==> src/core/flag_mbox_pkg.sv <==
package flag_mbox_pkg;

	// Register map reached over the configuration port.
	localparam logic [7:0] WDT_CTL_ADDR   = 8'h90;
	localparam logic [7:0] WDT_CTL_RESET  = 8'h00;
	localparam int         WD_SEL_BIT     = 0;
	localparam logic [7:0] AUD_DIR_ADDR   = 8'h91;
	localparam logic [7:0] AUD_STR_ADDR   = 8'h92;
	localparam logic [7:0] RC_DIR_ADDR    = 8'h93;
	localparam logic [7:0] RC_STR_ADDR    = 8'h94;
	localparam logic [7:0] NS_EN_ADDR     = 8'h95;
	localparam logic [7:0] SRC_SEL_ADDR   = 8'h96;
	localparam logic [7:0] FMT_ADDR       = 8'h97;
	localparam logic [7:0] FLAG_IN_ADDR   = 8'h98;

	// Flag geometry.
	localparam int FLAG_LO    = 6;
	localparam int FLAG_HI    = 11;
	localparam int NUM_SHARED = 6;
	localparam int NUM_USER   = 9;
	localparam int NUM_NEWSAM = 6;
	localparam int WORD_W     = 24;
	localparam int NUM_INPUTS = 5;
	localparam int SEL_W      = 3;
	localparam int FMT_W      = 2;

	// Configuration write from either the host port or the audio core.
	typedef struct packed {
		logic       wr;
		logic       rd;
		logic [7:0] addr;
		logic [7:0] wdata;
	} cfg_req_s;

	// One mailbox access port of a core.
	typedef struct packed {
		logic              wr1;
		logic              wr2;
		logic              rd2;
		logic [WORD_W-1:0] wdata;
	} mbox_req_s;

endpackage : flag_mbox_pkg

==> src/core/dsp_flag_and_mailbox_io.sv <==
`timescale 1ns/1ps

// How it works
// Shared pads 6..11 carry OR of audio and rate-converter flag outputs.
// Shared pad is input only when both cores set that flag as input.
// Every user flag has programmable direction and stretch bits.
// Audio flags 4 and 5 drive their own dedicated pads.
// Pad eleven carries watchdog flag when the watchdog control bit says.
// Flag 12 goes to watchdog status, still with direction and stretch.
// Audio input mux select and output latch enables decode from instruction.
// Two mailbox channels, one per direction, each two 24-bit words.
// Audio writes forward channel; radio writes reverse channel.
// Mailbox data readable regardless of handshake flag state.
// Handshake flags change only on second-word write or read.
// Sender write and receiver read make buffer-empty and buffer-full.
// Cores wait one instruction after second-word write before testing.
// Six new-sample flags: input, stretched, only enable bit programmable.
// Flag 0 is reference rate; flags 1..5 are sources 1..5.
// Timestamp inputs for five sources plus one reference.
// Each input picks one of eight sources and a data format.
// Select and format bits writable by audio core and host port.
// Second-word write sets full, clears empty; read does the reverse.
// Stretched input holds a pulse until sampled; else follows pin.
// Disabled new-sample flag reads low and ignores indications.
module dsp_flag_and_mailbox_io #(
	parameter int NUM_SEL = 8,
	parameter int NUM_LE  = 8
) (
	// Clock and reset.
	input  wire logic                                      i_mclk,
	input  wire logic                                      i_rstn,
	// Configuration from host port and audio core.
	input  wire flag_mbox_pkg::cfg_req_s                   i_host_cfg,
	input  wire flag_mbox_pkg::cfg_req_s                   i_aud_cfg,
	output logic [7:0]                                     o_cfg_rdata,
	// Core flag outputs (flags 4..12 at index 0..8) and sample acknowledges.
	input  wire logic [flag_mbox_pkg::NUM_USER-1:0]        i_aud_flag_out,
	input  wire logic [flag_mbox_pkg::NUM_USER-1:0]        i_rc_flag_out,
	input  wire logic [flag_mbox_pkg::NUM_USER-1:0]        i_aud_sampled,
	input  wire logic [flag_mbox_pkg::NUM_USER-1:0]        i_rc_sampled,
	output logic [flag_mbox_pkg::NUM_USER-1:0]             o_aud_flag_in,
	output logic [flag_mbox_pkg::NUM_USER-1:0]             o_rc_flag_in,
	// Watchdog.
	input  wire logic                                      i_watchdog_flag_out,
	output logic [1:0]                                     o_wd_status_flag,
	// Shared pads 6..11 and dedicated pads 4, 5.
	input  wire logic [flag_mbox_pkg::NUM_SHARED-1:0]      i_shared_flag_pad,
	output logic [flag_mbox_pkg::NUM_SHARED-1:0]           o_shared_flag_pad,
	output logic [flag_mbox_pkg::NUM_SHARED-1:0]           o_shared_flag_pad_oe,
	input  wire logic [1:0]                                i_audio_flag_pad,
	output logic [1:0]                                     o_audio_flag_pad,
	output logic [1:0]                                     o_audio_flag_pad_oe,
	// New-sample indications, 0 reference, 1..5 sources.
	input  wire logic [flag_mbox_pkg::NUM_NEWSAM-1:0]      i_newsam,
	input  wire logic [flag_mbox_pkg::NUM_NEWSAM-1:0]      i_newsam_sampled,
	output logic [flag_mbox_pkg::NUM_NEWSAM-1:0]           o_newsam_flag,
	// Timestamps, entry 0 reference, 1..5 sources.
	input  wire logic [flag_mbox_pkg::NUM_NEWSAM*flag_mbox_pkg::WORD_W-1:0]
	                                                       i_tstamp,
	output logic [flag_mbox_pkg::NUM_NEWSAM*flag_mbox_pkg::WORD_W-1:0]
	                                                       o_tstamp,
	// Input switchbox and format settings.
	output logic [flag_mbox_pkg::NUM_INPUTS*flag_mbox_pkg::SEL_W-1:0]
	                                                       o_src_sel,
	output logic [flag_mbox_pkg::NUM_INPUTS*flag_mbox_pkg::FMT_W-1:0]
	                                                       o_src_fmt,
	// Audio core input mux and output latches.
	input  wire logic [$clog2(NUM_SEL)-1:0]                i_instr_sel,
	input  wire logic                                      i_instr_rd,
	input  wire logic [$clog2(NUM_LE)-1:0]                 i_instr_le,
	input  wire logic                                      i_instr_wr,
	input  wire logic [NUM_SEL*flag_mbox_pkg::WORD_W-1:0]  i_mux_src,
	output logic [flag_mbox_pkg::WORD_W-1:0]               o_ext_bus,
	output logic [NUM_LE-1:0]                              o_latch_en,
	// Mailbox ports.
	input  wire flag_mbox_pkg::mbox_req_s                  i_aud_mbox,
	input  wire flag_mbox_pkg::mbox_req_s                  i_rad_mbox,
	output logic [2*flag_mbox_pkg::WORD_W-1:0]             o_fwd_words,
	output logic [2*flag_mbox_pkg::WORD_W-1:0]             o_rev_words,
	output logic                                           o_aud_empty,
	output logic                                           o_rad_full,
	output logic                                           o_rad_empty,
	output logic                                           o_aud_full
);

	localparam int NU = flag_mbox_pkg::NUM_USER;
	localparam int NS = flag_mbox_pkg::NUM_SHARED;
	localparam int W  = flag_mbox_pkg::WORD_W;

	// Refuse counts the decode cannot serve; a single latch has no index.
	if (NUM_SEL < 2 || NUM_LE < 2) begin : g_bad_count
		$error("mux or latch count out of range");
	end

	// Configuration registers.
	logic [7:0]    wdt_ctl_q, wdt_ctl_d;
	logic [NU-1:0] aud_dir_q, aud_dir_d, rc_dir_q, rc_dir_d;
	logic [NU-1:0] aud_str_q, aud_str_d, rc_str_q, rc_str_d;
	logic [5:0]    ns_en_q, ns_en_d;
	logic [14:0]   sel_q, sel_d;
	logic [9:0]    fmt_q, fmt_d;
	logic [7:0]    rdata_d;
	flag_mbox_pkg::cfg_req_s req;

	// Synchronisers for pads and new-sample indications.
	logic [NS+1:0] pad_s1_q, pad_s2_q;
	logic [5:0]    ns_s1_q, ns_s2_q;
	logic [NU-1:0] pad_lvl;

	// Host port has priority when both write in the same cycle.
	always_comb begin
		req       = i_host_cfg.wr ? i_host_cfg : i_aud_cfg;
		wdt_ctl_d = wdt_ctl_q;
		aud_dir_d = aud_dir_q;
		aud_str_d = aud_str_q;
		rc_dir_d  = rc_dir_q;
		rc_str_d  = rc_str_q;
		ns_en_d   = ns_en_q;
		sel_d     = sel_q;
		fmt_d     = fmt_q;
		if (req.wr) begin
			case (req.addr)
				flag_mbox_pkg::WDT_CTL_ADDR: wdt_ctl_d = req.wdata;
				flag_mbox_pkg::AUD_DIR_ADDR: aud_dir_d = {aud_dir_q[8], req.wdata};
				flag_mbox_pkg::AUD_STR_ADDR: aud_str_d = {aud_str_q[8], req.wdata};
				flag_mbox_pkg::RC_DIR_ADDR:  rc_dir_d  = {rc_dir_q[8], req.wdata};
				flag_mbox_pkg::RC_STR_ADDR:  rc_str_d  = {rc_str_q[8], req.wdata};
				flag_mbox_pkg::NS_EN_ADDR: begin
					ns_en_d = req.wdata[5:0];
					// Bits 7:6 carry the flag 12 directions of both cores.
					aud_dir_d[8] = req.wdata[6];
					rc_dir_d[8]  = req.wdata[7];
				end
				flag_mbox_pkg::SRC_SEL_ADDR: sel_d = {sel_q[6:0], req.wdata};
				flag_mbox_pkg::FMT_ADDR: begin
					fmt_d = {fmt_q[1:0], req.wdata};
				end
				flag_mbox_pkg::FLAG_IN_ADDR: begin
					// Flag 12 stretch bits live here.
					aud_str_d[8] = req.wdata[0];
					rc_str_d[8]  = req.wdata[1];
				end
				default: ;
			endcase
		end
		rdata_d = 8'h00;
		case (i_host_cfg.addr)
			flag_mbox_pkg::WDT_CTL_ADDR: rdata_d = wdt_ctl_q;
			flag_mbox_pkg::AUD_DIR_ADDR: rdata_d = aud_dir_q[7:0];
			flag_mbox_pkg::AUD_STR_ADDR: rdata_d = aud_str_q[7:0];
			flag_mbox_pkg::RC_DIR_ADDR:  rdata_d = rc_dir_q[7:0];
			flag_mbox_pkg::RC_STR_ADDR:  rdata_d = rc_str_q[7:0];
			flag_mbox_pkg::NS_EN_ADDR:
				rdata_d = {rc_dir_q[8], aud_dir_q[8], ns_en_q};
			flag_mbox_pkg::SRC_SEL_ADDR: rdata_d = sel_q[7:0];
			flag_mbox_pkg::FMT_ADDR:     rdata_d = fmt_q[7:0];
			flag_mbox_pkg::FLAG_IN_ADDR: rdata_d = {2'b00, o_newsam_flag};
			default: rdata_d = 8'h00;
		endcase
	end

	// Register configuration state and the pad synchronisers.
	always_ff @(posedge i_mclk or negedge i_rstn) begin
		if (!i_rstn) begin
			wdt_ctl_q   <= flag_mbox_pkg::WDT_CTL_RESET;
			aud_dir_q   <= '0;
			aud_str_q   <= '0;
			rc_dir_q    <= '0;
			rc_str_q    <= '0;
			ns_en_q     <= '0;
			sel_q       <= '0;
			fmt_q       <= '0;
			o_cfg_rdata <= 8'h00;
			pad_s1_q    <= '0;
			pad_s2_q    <= '0;
			ns_s1_q     <= '0;
			ns_s2_q     <= '0;
		end else begin
			wdt_ctl_q   <= wdt_ctl_d;
			aud_dir_q   <= aud_dir_d;
			aud_str_q   <= aud_str_d;
			rc_dir_q    <= rc_dir_d;
			rc_str_q    <= rc_str_d;
			ns_en_q     <= ns_en_d;
			sel_q       <= sel_d;
			fmt_q       <= fmt_d;
			o_cfg_rdata <= rdata_d;
			pad_s1_q    <= {i_shared_flag_pad, i_audio_flag_pad};
			pad_s2_q    <= pad_s1_q;
			ns_s1_q     <= i_newsam;
			ns_s2_q     <= ns_s1_q;
		end
	end

	// Flag 12 has no pad; it reads back what the cores drive.
	assign pad_lvl = {i_aud_flag_out[8] | i_rc_flag_out[8], pad_s2_q};

	// Pad drive: dir bit set means output.
	logic [NS-1:0] sh_d, sh_oe_d;
	logic          wd_sel;
	assign wd_sel = wdt_ctl_q[flag_mbox_pkg::WD_SEL_BIT];
	always_comb begin
		for (int i = 0; i < NS; i++) begin
			sh_oe_d[i] = aud_dir_q[i+2] | rc_dir_q[i+2];
			sh_d[i]    = (aud_dir_q[i+2] & i_aud_flag_out[i+2])
			           | (rc_dir_q[i+2] & i_rc_flag_out[i+2]);
		end
		if (wd_sel) begin
			sh_d[NS-1]    = i_watchdog_flag_out;
			sh_oe_d[NS-1] = 1'b1;
		end
	end

	// Register pad outputs and the watchdog status path.
	always_ff @(posedge i_mclk or negedge i_rstn) begin
		if (!i_rstn) begin
			o_shared_flag_pad    <= '0;
			o_shared_flag_pad_oe <= '0;
			o_audio_flag_pad     <= '0;
			o_audio_flag_pad_oe  <= '0;
			o_wd_status_flag     <= '0;
		end else begin
			o_shared_flag_pad    <= sh_d;
			o_shared_flag_pad_oe <= sh_oe_d;
			o_audio_flag_pad     <= i_aud_flag_out[1:0] & aud_dir_q[1:0];
			o_audio_flag_pad_oe  <= aud_dir_q[1:0];
			o_wd_status_flag     <= {i_rc_flag_out[8] & rc_dir_q[8],
			                         i_aud_flag_out[8] & aud_dir_q[8]};
		end
	end

	// Input side of every user flag, one cell per core and per flag.
	for (genvar g = 0; g < NU; g++) begin : g_user
		flag_cell u_aud (
			.i_mclk    (i_mclk),
			.i_rstn    (i_rstn),
			.i_stretch (aud_str_q[g]),
			.i_enable  (~aud_dir_q[g]),
			.i_level   (pad_lvl[g]),
			.i_sampled (i_aud_sampled[g]),
			.o_flag    (o_aud_flag_in[g])
		);
		flag_cell u_rc (
			.i_mclk    (i_mclk),
			.i_rstn    (i_rstn),
			.i_stretch (rc_str_q[g]),
			.i_enable  (~rc_dir_q[g]),
			.i_level   (pad_lvl[g]),
			.i_sampled (i_rc_sampled[g]),
			.o_flag    (o_rc_flag_in[g])
		);
	end

	// New-sample flags: stretch fixed on, only enable programmable.
	for (genvar g = 0; g < flag_mbox_pkg::NUM_NEWSAM; g++) begin : g_ns
		flag_cell u_ns (
			.i_mclk    (i_mclk),
			.i_rstn    (i_rstn),
			.i_stretch (1'b1),
			.i_enable  (ns_en_q[g]),
			.i_level   (ns_s2_q[g]),
			.i_sampled (i_newsam_sampled[g]),
			.o_flag    (o_newsam_flag[g])
		);
	end

	// Timestamps, switchbox settings and instruction decode are registered.
	always_ff @(posedge i_mclk or negedge i_rstn) begin
		if (!i_rstn) begin
			o_tstamp   <= '0;
			o_src_sel  <= '0;
			o_src_fmt  <= '0;
			o_ext_bus  <= '0;
			o_latch_en <= '0;
		end else begin
			o_tstamp   <= i_tstamp;
			o_src_sel  <= sel_q;
			o_src_fmt  <= fmt_q;
			o_ext_bus  <= i_instr_rd ? i_mux_src[i_instr_sel*W +: W] : '0;
			o_latch_en <= i_instr_wr ? (NUM_LE'(1) << i_instr_le) : '0;
		end
	end

	// Forward channel: audio sends, radio receives.
	mbox_channel u_fwd (
		.i_mclk      (i_mclk),
		.i_rstn      (i_rstn),
		.i_snd       (i_aud_mbox),
		.i_rcv_rd2   (i_rad_mbox.rd2),
		.o_word1     (o_fwd_words[W-1:0]),
		.o_word2     (o_fwd_words[2*W-1:W]),
		.o_snd_empty (o_aud_empty),
		.o_rcv_full  (o_rad_full)
	);

	// Reverse channel: radio sends, audio receives.
	mbox_channel u_rev (
		.i_mclk      (i_mclk),
		.i_rstn      (i_rstn),
		.i_snd       (i_rad_mbox),
		.i_rcv_rd2   (i_aud_mbox.rd2),
		.o_word1     (o_rev_words[W-1:0]),
		.o_word2     (o_rev_words[2*W-1:W]),
		.o_snd_empty (o_rad_empty),
		.o_rcv_full  (o_aud_full)
	);

endmodule : dsp_flag_and_mailbox_io

==> src/core/flag_cell.sv <==
`timescale 1ns/1ps

// One core flag: pin sampling plus optional pulse stretching.
module flag_cell (
	// Clock and reset.
	input  wire logic i_mclk,
	input  wire logic i_rstn,
	// Control.
	input  wire logic i_stretch,
	input  wire logic i_enable,
	input  wire logic i_level,
	input  wire logic i_sampled,
	// Result.
	output logic      o_flag
);

	logic held_q;
	logic held_d;
	logic flag_d;

	// Held pulse stays set until the core samples it; a new pulse wins.
	always_comb begin
		held_d = held_q;
		if (!i_enable) begin
			held_d = 1'b0;
		end else if (i_level) begin
			held_d = 1'b1;
		end else if (i_sampled) begin
			held_d = 1'b0;
		end
		flag_d = i_enable & (i_stretch ? held_d : i_level);
	end

	// Register the held pulse and the visible flag.
	always_ff @(posedge i_mclk or negedge i_rstn) begin
		if (!i_rstn) begin
			held_q <= 1'b0;
			o_flag <= 1'b0;
		end else begin
			held_q <= held_d;
			o_flag <= flag_d;
		end
	end

endmodule : flag_cell

==> src/core/mbox_channel.sv <==
`timescale 1ns/1ps

// One mailbox direction: two 24-bit words plus empty/full flags.
module mbox_channel (
	// Clock and reset.
	input  wire logic                              i_mclk,
	input  wire logic                              i_rstn,
	// Sender and receiver strobes.
	input  wire flag_mbox_pkg::mbox_req_s          i_snd,
	input  wire logic                              i_rcv_rd2,
	// Data and handshake flags.
	output logic [flag_mbox_pkg::WORD_W-1:0]       o_word1,
	output logic [flag_mbox_pkg::WORD_W-1:0]       o_word2,
	output logic                                   o_snd_empty,
	output logic                                   o_rcv_full
);

	logic [flag_mbox_pkg::WORD_W-1:0] w1_d;
	logic [flag_mbox_pkg::WORD_W-1:0] w2_d;
	logic                             full_d;

	// Data never depends on the flags, so polling-free use also works.
	always_comb begin
		w1_d   = i_snd.wr1 ? i_snd.wdata : o_word1;
		w2_d   = i_snd.wr2 ? i_snd.wdata : o_word2;
		full_d = o_rcv_full;
		if (i_snd.wr2) begin
			full_d = 1'b1;
		end else if (i_rcv_rd2) begin
			full_d = 1'b0;
		end
	end

	// Flags update one edge after the strobe, hence the one-slot gap.
	always_ff @(posedge i_mclk or negedge i_rstn) begin
		if (!i_rstn) begin
			o_word1     <= '0;
			o_word2     <= '0;
			o_rcv_full  <= 1'b0;
			o_snd_empty <= 1'b1;
		end else begin
			o_word1     <= w1_d;
			o_word2     <= w2_d;
			o_rcv_full  <= full_d;
			o_snd_empty <= ~full_d;
		end
	end

endmodule : mbox_channel

==> config.mk <==
export PLATFORM = sky130hd
export DESIGN_NAME = dsp_flag_and_mailbox_io
export DESIGN_NICKNAME = d
export VERILOG_FILES = /design/src/core/flag_mbox_pkg.sv /design/src/core/dsp_flag_and_mailbox_io.sv /design/src/core/flag_cell.sv /design/src/core/mbox_channel.sv
export SDC_FILE = /design/constraint.sdc
export NUM_CORES = 1
export LEC_CHECK = 0
export BUFFER_PORTS_ARGS = -buffer_cell sky130_fd_sc_hd__buf_4
export CORE_AREA = 2 2 329 331
export DETAILED_ROUTE_END_ITERATION = 10
export DIE_AREA = 0 0 331 333
export GPL_TIMING_DRIVEN = 0
export MAX_ROUTING_LAYER = met4
export PLACE_DENSITY = 0.37
export SLEW_MARGIN = 20
export SYNTH_ARGS = -nofsm -noshare
export SYNTH_HDL_FRONTEND = slang
export SYNTH_SLANG_ARGS = --single-unit
export TNS_END_PERCENT = 5
==> constraint.sdc <==
create_clock -name i_mclk -period 3.5 [get_ports i_mclk]
set_input_delay 0.525 -clock i_mclk [delete_from_list [all_inputs] [get_ports i_mclk]]
set_output_delay 0.525 -clock i_mclk [all_outputs]
set_load 0.05 [all_outputs]
* After elaboration in Yosys (flattened, before gate mapping)
Cells that the tools add are included.
** Operators by class
- Multipliers :: 1
- Equality and inequality tests :: 18
- Shift operators :: 2
- Multiplexer cells :: 100
- Bitwise logic cells :: 72
- Reductions and logical operators :: 9
** Operators with widths (number)
- $shiftx 192x9->24 :: 1
- $eq 8x8->1 const B :: 18
- $mux 1 :: 96
- $pmux 8 s9 :: 1
- $and 1x1->1 :: 38
- $mux 24 :: 1
- $not 1->1 :: 20
- $mux 18 :: 1
- $reduce_and 2->1 :: 9
- $or 1x1->1 :: 13
- $mux 8 :: 1
- $shl 1x3->8 const A :: 1
- $mul 3x2->5 const B :: 1
- $and 2x2->2 :: 1
** Word-level totals
- Register bits after elaboration :: 478
- Input bits :: 493
- Output and inout port bits :: 351
- Logic and storage cells :: 285

* Depth between registers and ports, before layout
Gate-level depths: netlist (run 1).
- Depth after elaboration :: 5
- Mapped depth :: 6
- Depth with buffers taken out :: 4

* By module
Synthesis (run 1) repeated with hierarchy kept, for this count alone.
** Unflattened totals
- Cells, all modules :: 1052
- Area, all modules :: 17964.7 µm²
** By module, submodules not included
- dsp_flag_and_mailbox_io :: times used 1, cells each 694, area each 11964.0 µm², sequential area each 8257.9 µm²
- mbox_channel :: times used 2, cells each 107, area each 2054.5 µm², sequential area each 1252.5 µm²
- flag_cell :: times used 24, cells each 6, area each 78.8 µm², sequential area each 50.0 µm²

* Least setup slack after synthesis (run 1)
OpenSTA, ideal clock, no wires.
- Path type :: input-to-reg
- From :: input i_host_cfg[14] in the netlist's numbering
- To :: register aud_str_q[8]
- Library setup time :: 0.127 ns
- Arrival time :: 1.805 ns
- Required time :: 3.373 ns
- Setup slack :: 1.568 ns
- Stages :: 4
- Buffers on the path :: 0
- Cell sequence :: and4bb_2 > a32oi_4 > or3_1 > mux2_1
** On the way
- Cells in the longest elaborated chain, start to end :: 3
** Ends and longest elaborated chain
- start, declared :: line dsp_flag_and_mailbox_io.sv:33 : input wire flag_mbox_pkg::cfg_req_s i_host_cfg,
- $mux 18 :: line dsp_flag_and_mailbox_io.sv:112 : req = i_host_cfg.wr ? i_host_cfg : i_aud_cfg;
- $eq 8x8->1 :: line dsp_flag_and_mailbox_io.sv:122 : case (req.addr)
- $reduce_and 2->1 (no line)
- end signal, assigned :: line dsp_flag_and_mailbox_io.sv:181 : aud_str_q <= aud_str_d;
- end, declared :: line dsp_flag_and_mailbox_io.sv:98 : logic [NU-1:0] aud_str_q, aud_str_d, rc_str_q, rc_str_d;
No other way between the ends.
A chain may end at the register's enable or synchronous reset.

==> results.py, run 1 <==
metrics = {
    "outcome": {
        "status": "finished clean",
    },
    "timing": {
        "max_freq_mhz": 463,
        "timing.setup.tns_ps": 0,
        "slew_headroom_pct": 31.2,
        "grt_setup_unrepaired": "false",
        "layout_min_cycle_time_ps": 2160,
        "setup_viol": 0,
        "hold_violations": 0,
        "maxSlewViolCount": 0,
        "finalCritPeriodShare_pct": 61.7,
        "worstMarginPinSlew_ps": 1030,
        "whs_ps": 93.3,
        "fin_ws_ps": 1340,
        "clock_skew_ps": 10.5,
    },
    "worst_setup_path": {
        "critPathLaunchType": "input port",
        "required_ps": 4260,
        "cp_max_fo": 94,
        "end_kind": "async pin",
        "worstPathArrival_ps": 2920,
        "worstSetupPathType": "in -> async",
    },
    "pwr": {
        "power.density_mw_per_mm2": 527,
        "finalPower_mw": 15.2,
        "irDropWorstVdd_mv": 0.343,
        "p_leak_nw": 13.7,
    },
    "placement": {
        "placed_area_mm2": 0.0254,
        "dp_slack_ps": 802,
        "routabilityCongestion": 0.940,
        "hpwl_um": 62100,
        "port-buffer-count": 831,
        "dpl.cell_count": 3269,
    },
    "routing": {
        "detail_route.wirelength_um": 76000,
        "vias": 13100,
        "dr.pass1.iters": 4,
        "wl_per_cell_um": 21.5,
        "detail-route-antenna-nets": 0,
        "drtIter0Drc": 540,
        "drc_errors": 0,
        "vias_per_cell": 3.71,
    },
    "floorplan": {
        "design.core.area_mm2": 0.107,
        "die_area_mm2": 0.110,
        "fp.dieW_um": 331,
        "start_util_pct": 16.2,
        "ios": 844,
        "die_h_um": 333,
        "num_rows": 120,
    },
    "cells_and_area": {
        "final_nets": 2579,
        "area_growth_pct": 67.8,
        "drive_gt1_share_pct": 57.4,
        "final_cell_count_no_fill": 3534,
        "finish.utilization_pct": 27.1,
        "postLayoutCellArea_mm2": 0.0289,
    },
    "logic_synthesis": {
        "avgSynthCellArea_um2": 16.7,
        "synth-seq-cells": 472,
        "yosysWarnings": 0,
        "syn_nets": 1523,
        "yosysTopAreaCell": "dfrtp_1",
        "synth_enable_flop_cells": 0,
        "yosysMostFrequentCell": "dfrtp_1",
        "netlist_top_cells_area": "dfrtp_1, mux2_2, mux4_2",
        "synth_commonest_cells": "dfrtp_1, mux2_2, mux4_2",
        "postSynth.asyncResetShare_pct": 100,
        "synth_cells": 1030,
        "synth_top_flop_cell": "dfrtp_1",
        "synth_top_area_share_pct": 68.2,
        "yosys.cell_types.count": 49,
        "ys_seq_area_share_pct": 68.5,
        "syn_area_mm2": 0.0172,
    },
    "clock_network": {
        "cts-root-buf": "clkbuf_16",
        "cts_made_buffers": 59,
        "path_clk_slew_ps": 60,
        "post-cts-setup-buffer-count": 0,
        "clk_latency_ps": 630,
        "cts.sinks": 472,
        "cts_tree": "built",
        "clockBufferDepth": 3,
        "h-tree-depth": 2,
    },
    "global_route": {
        "grt_pass1_wl_um": 106000,
        "grt_pass1_vias": 14900,
        "antenna_found_initial": 7,
        "grt_max_degree": 95,
        "gr-total-overflow": 0,
        "grt_usage_pct": 13.8,
    },
    "min_path": {
        "hold_class": "in -> reg",
    },
    "run": {
        "maxCapViolCount": 0,
    },
}
logic make-up (layout without fill, tap and decap cells):
logic type | after synthesis | after routing | synth area share [%]
DFF | 472 | 472 | 68.5
muxes | 271 | 271 | 20.7
and+or+nand+nor | 107 | 107 | 4.01
AOI/OAI and AO/OA | 94 | 94 | 4.17
buffers and inverters | 86 | 1182 | 2.58
other | 0 | 5 | 0
layout make-up:
cell class / instances / area [µm²]
antenna: 5 / 12.5
buffer: 64 / 363
clock buffer: 83 / 1700
clock inverter: 18 / 235
fill: 11000 / 77700
inverter: 22 / 82.6
multi-input combinational: 472 / 4980
sequential: 472 / 11800
tap: 1403 / 1760
timing repair buffer: 995 / 7980
worst max-delay path, stage by stage:
cell           delay (ps)
dlygate4sd3_1         560
buf_8                 420
buf_16                430
buf_16                400
buf_16                340
layer usage:
layer	vias up	GRT usage [%]	routed length, µm
met5	-	-	0
met4	0	3.80	1920
met3	102	5.59	7720
met2	556	22.9	37600
met1	6662	15.1	28700
li1	5777	-	-
cells in the final DEF (no fill, tap or decap), types with 7 or more instances in the layout:
| cell | Yosys | final |
|---|---|---|
| inv_1 | 22 | 22 |
| dfrtp_1 | 470 | 470 |
| mux2_2 | 183 | 183 |
| mux4_2 | 48 | 48 |
| dlygate4sd3_1 | 0 | 159 |
| nor2b_1 | 34 | 34 |
| clkbuf_1 | 19 | 30 |
| nor2_1 | 28 | 28 |
| buf_1 | 7 | 7 |
| a21oi_1 | 24 | 24 |
| buf_4 | 25 | 855 |
| o21a_1 | 22 | 22 |
| clkbuf_8 | 0 | 13 |
| buf_2 | 11 | 11 |
| mux2i_1 | 32 | 32 |
| o2bb2ai_1 | 7 | 7 |
| clkbuf_16 | 0 | 59 |
worst paths after layout:
| kind | from | endpoint | slack, ps | cells past startpoint |
|---|---|---|---|---|
| worst max-delay path | i_rstn | o_tstamp[18]$_DFF_PN0_ | 1340 | 5 |
| worst min-delay path | i_instr_le[0] | o_latch_en[0]$_DFF_PN0_ | 90 | 2 |
| worst max register to register | sel_q[1]$_DFFE_PN0P_ | o_cfg_rdata[1]$_DFF_PN0_ | 1980 | 4 |
| worst min register to register | ns_s1_q[2]$_DFF_PN0_ | ns_s2_q[2]$_DFF_PN0_ | 340 | 0 |
| max in group i_mclk | i_host_cfg[14] | o_cfg_rdata[1]$_DFF_PN0_ | 1400 | 6 |
| min in group asynchronous | i_rstn | o_wd_status_flag[0]$_DFF_PN0_ | 440 | 2 |
registers in the layout, indices dropped and copies added, names as in the netlist, 10 cells and up:
signal / cells
o_tstamp: 144
u_rev.o_word2: 24
o_ext_bus: 24
u_rev.o_word1: 24
sel_q: 15
o_src_sel: 15
o_src_fmt: 10
fmt_q: 10
u_fwd.o_word2: 24
u_fwd.o_word1: 24
what timing repair did:
item	in CTS	in global routing
hold buffers	159	0
gates resized for setup	0	0
endpoints found under the hold margin	221	0
report_power, final:
group | leakage [nW] | internal (mW) | switching, mW | total, mW
clock network | 0.937 | 3.71 | 2.42 | 6.12
registers | 5.82 | 5.85 | 0.227 | 6.07
logic | 6.93 | 1.21 | 1.82 | 3.04
total | 13.7 | 10.8 | 4.47 | 15.2
No activity file was read; power rests on OpenSTA's default activity.
==> run 2, diff against run 1 <==
==> constraint.sdc (replaced) <==
create_clock -name i_mclk -period 2 [get_ports i_mclk]
set_input_delay 0.3 -clock i_mclk [delete_from_list [all_inputs] [get_ports i_mclk]]
set_output_delay 0.3 -clock i_mclk [all_outputs]
set_load 0.05 [all_outputs]
==> results.py, run 2 (same netlist as run 1, synthesis figures left out) <==
metrics = {
    "floorplan": {
        "num_rows": 120,
        "ios": 844,
        "fp.dieW_um": 331,
        "start_util_pct": 16.2,
        "design.core.area_mm2": 0.107,
        "die_h_um": 333,
        "die_area_mm2": 0.110,
    },
    "timing": {
        "finalCritPeriodShare_pct": 92.3,
        "worstMarginPinSlew_ps": 1000,
        "max_freq_mhz": 542,
        "grt_setup_unrepaired": "false",
        "hold_violations": 0,
        "slew_headroom_pct": 33.2,
        "setup_viol": 0,
        "layout_min_cycle_time_ps": 1850,
        "maxSlewViolCount": 0,
        "timing.setup.tns_ps": 0,
        "clock_skew_ps": 12.4,
    },
    "worst_setup_path": {
        "worstPathArrival_ps": 2400,
        "required_ps": 2550,
        "r2r_cells": 4,
        "r2r-end": "o_cfg_rdata[2]$_DFF_PN0_",
        "critPathLaunchType": "input port",
        "end_kind": "flop",
        "r2r_slack_ps": 480,
        "worstReg2RegStart": "sel_q[2]$_DFFE_PN0P_",
        "worstSetupPathType": "in -> reg",
        "cp_max_fo": 8,
    },
    "cells_and_area": {
        "fill_cells": 11000,
        "multiInputGateArea_mm2": 0.00498,
        "largest_reg_flops": 144,
        "final_common_cell": "buf_4",
        "drive_gt1_share_pct": 54.9,
        "mostFrequentLayoutCells": "buf_4, dfrtp_1, dlygate4sd3_1, mux2_2, clkbuf_16",
        "area_growth_pct": 73.6,
        "finish.utilization_pct": 28.1,
        "final-seq-area_mm2": 0.0118,
        "largest-register": "o_tstamp",
        "final_nets": 2678,
    },
    "routing": {
        "highest_layer": "met4",
        "met1_length_um": 29300,
        "detail-route-antenna-nets": 0,
        "drtIter0Drc": 540,
        "dr.pass1.iters": 4,
        "wl_met2_um": 37900,
        "detail_route.wirelength_um": 76600,
        "vias": 13500,
        "vias_per_cell": 3.72,
        "routed-wl-met3_um": 7450,
        "wl_per_cell_um": 21.1,
        "drc_errors": 0,
    },
    "clock_network": {
        "clk_latency_ps": 630,
        "path_clk_slew_ps": 60,
        "cts.sinks": 472,
        "cts-root-buf": "clkbuf_16",
        "h-tree-depth": 2,
        "clockBufferDepth": 3,
        "cts_tree": "built",
        "cts_made_buffers": 59,
    },
    "global_route": {
        "grt_pass1_vias": 15400,
        "antenna_found_initial": 6,
        "grt_usage_pct": 13.9,
        "grt_pass1_wl_um": 107000,
        "grt_max_degree": 95,
        "gr-total-overflow": 0,
    },
    "outcome": {
        "status": "finished clean",
    },
    "pwr": {
        "power.density_mw_per_mm2": 897,
        "finalPower_mw": 26.8,
        "p_leak_nw": 14.1,
        "irDropWorstVdd_mv": 0.600,
    },
    "min_path": {
        "min_from": "i_rad_mbox[26]",
        "worst_hold_path.endpoint": "u_rev.o_word1[1]$_DFFE_PN0P_",
        "hold_depth": 2,
        "hold_class": "in -> reg",
    },
    "placement": {
        "routabilityCongestion": 0.940,
        "hpwl_um": 62100,
        "port-buffer-count": 831,
    },
    "run": {
        "maxCapViolCount": 0,
    },
}
run 2: stage by stage:
step	instances	instance area (µm²)	hold WS, ps	setup slack (ps)
detailed placement	3269	25400	294	-473
CTS	3627	29900	87.9	14.7
floorplan	1030	17200	4.41	293
global placement	3264	25200	336	-4680
finish	3632	29900	135	154
global route	3632	29900	117	94.7
run 2: final cells by class:
type	instances	share of cell area (%)
Sequential cell	472	39.5
Clock buffer	83	5.67
Tap cell	1403	5.87
Clock inverter	18	0.786
Multi-Input combinational cell	472	16.6
Inverter	22	0.276
Buffer	64	1.21
Antenna cell	4	0.0334
Timing Repair Buffer	1094	30.0
run 2: how the worst max path moves through the flow:
stage / startpoint / slack (ps) / endpoint / cells after the start
final: i_host_cfg[14] / 150 / o_cfg_rdata[1]$_DFF_PN0_ / 6
after global routing: i_host_cfg[14] / 90 / o_cfg_rdata[1]$_DFF_PN0_ / 6
after CTS: i_rstn / 10 / o_tstamp[69]$_DFF_PN0_ / 5
after detailed placement: i_host_cfg[14] / -470 / o_cfg_rdata[1]$_DFF_PN0_ / 6
after global placement: i_rstn / -4680 / o_tstamp[22]$_DFF_PN0_ / 1
after floorplan: i_host_cfg[14] / 290 / aud_str_q[8]$_DFFE_PN0P_ / 4
run 2: power by group:
group	leakage (nW)	internal (mW)	total (mW)	switching, mW
clock network	0.937	6.48	10.7	4.24
logic	7.37	2.26	5.49	3.23
registers	5.82	10.2	10.6	0.400
total	14.1	19.0	26.8	7.87
run 2: metal layers:
layer  vias up  global-route usage [%]
met5         -                       -
met1      6884                    15.3
met4         0                    3.80
met2       554                    23.1
met3       104                    5.47
li1       5978                       -
run 2: worst max-delay path, stage by stage:
cell,delay [ps]
buf_4,110
and4bb_2,420
nand2b_1,80
clkbuf_1,270
nor3b_1,880
a221o_1,340
run 2: what timing repair did:
action	CTS	global route
gates resized for setup	0	1
hold buffers	257	0
setup buffers	0	0
endpoints found under the setup margin	0	65
hold endpoints to repair	369	0
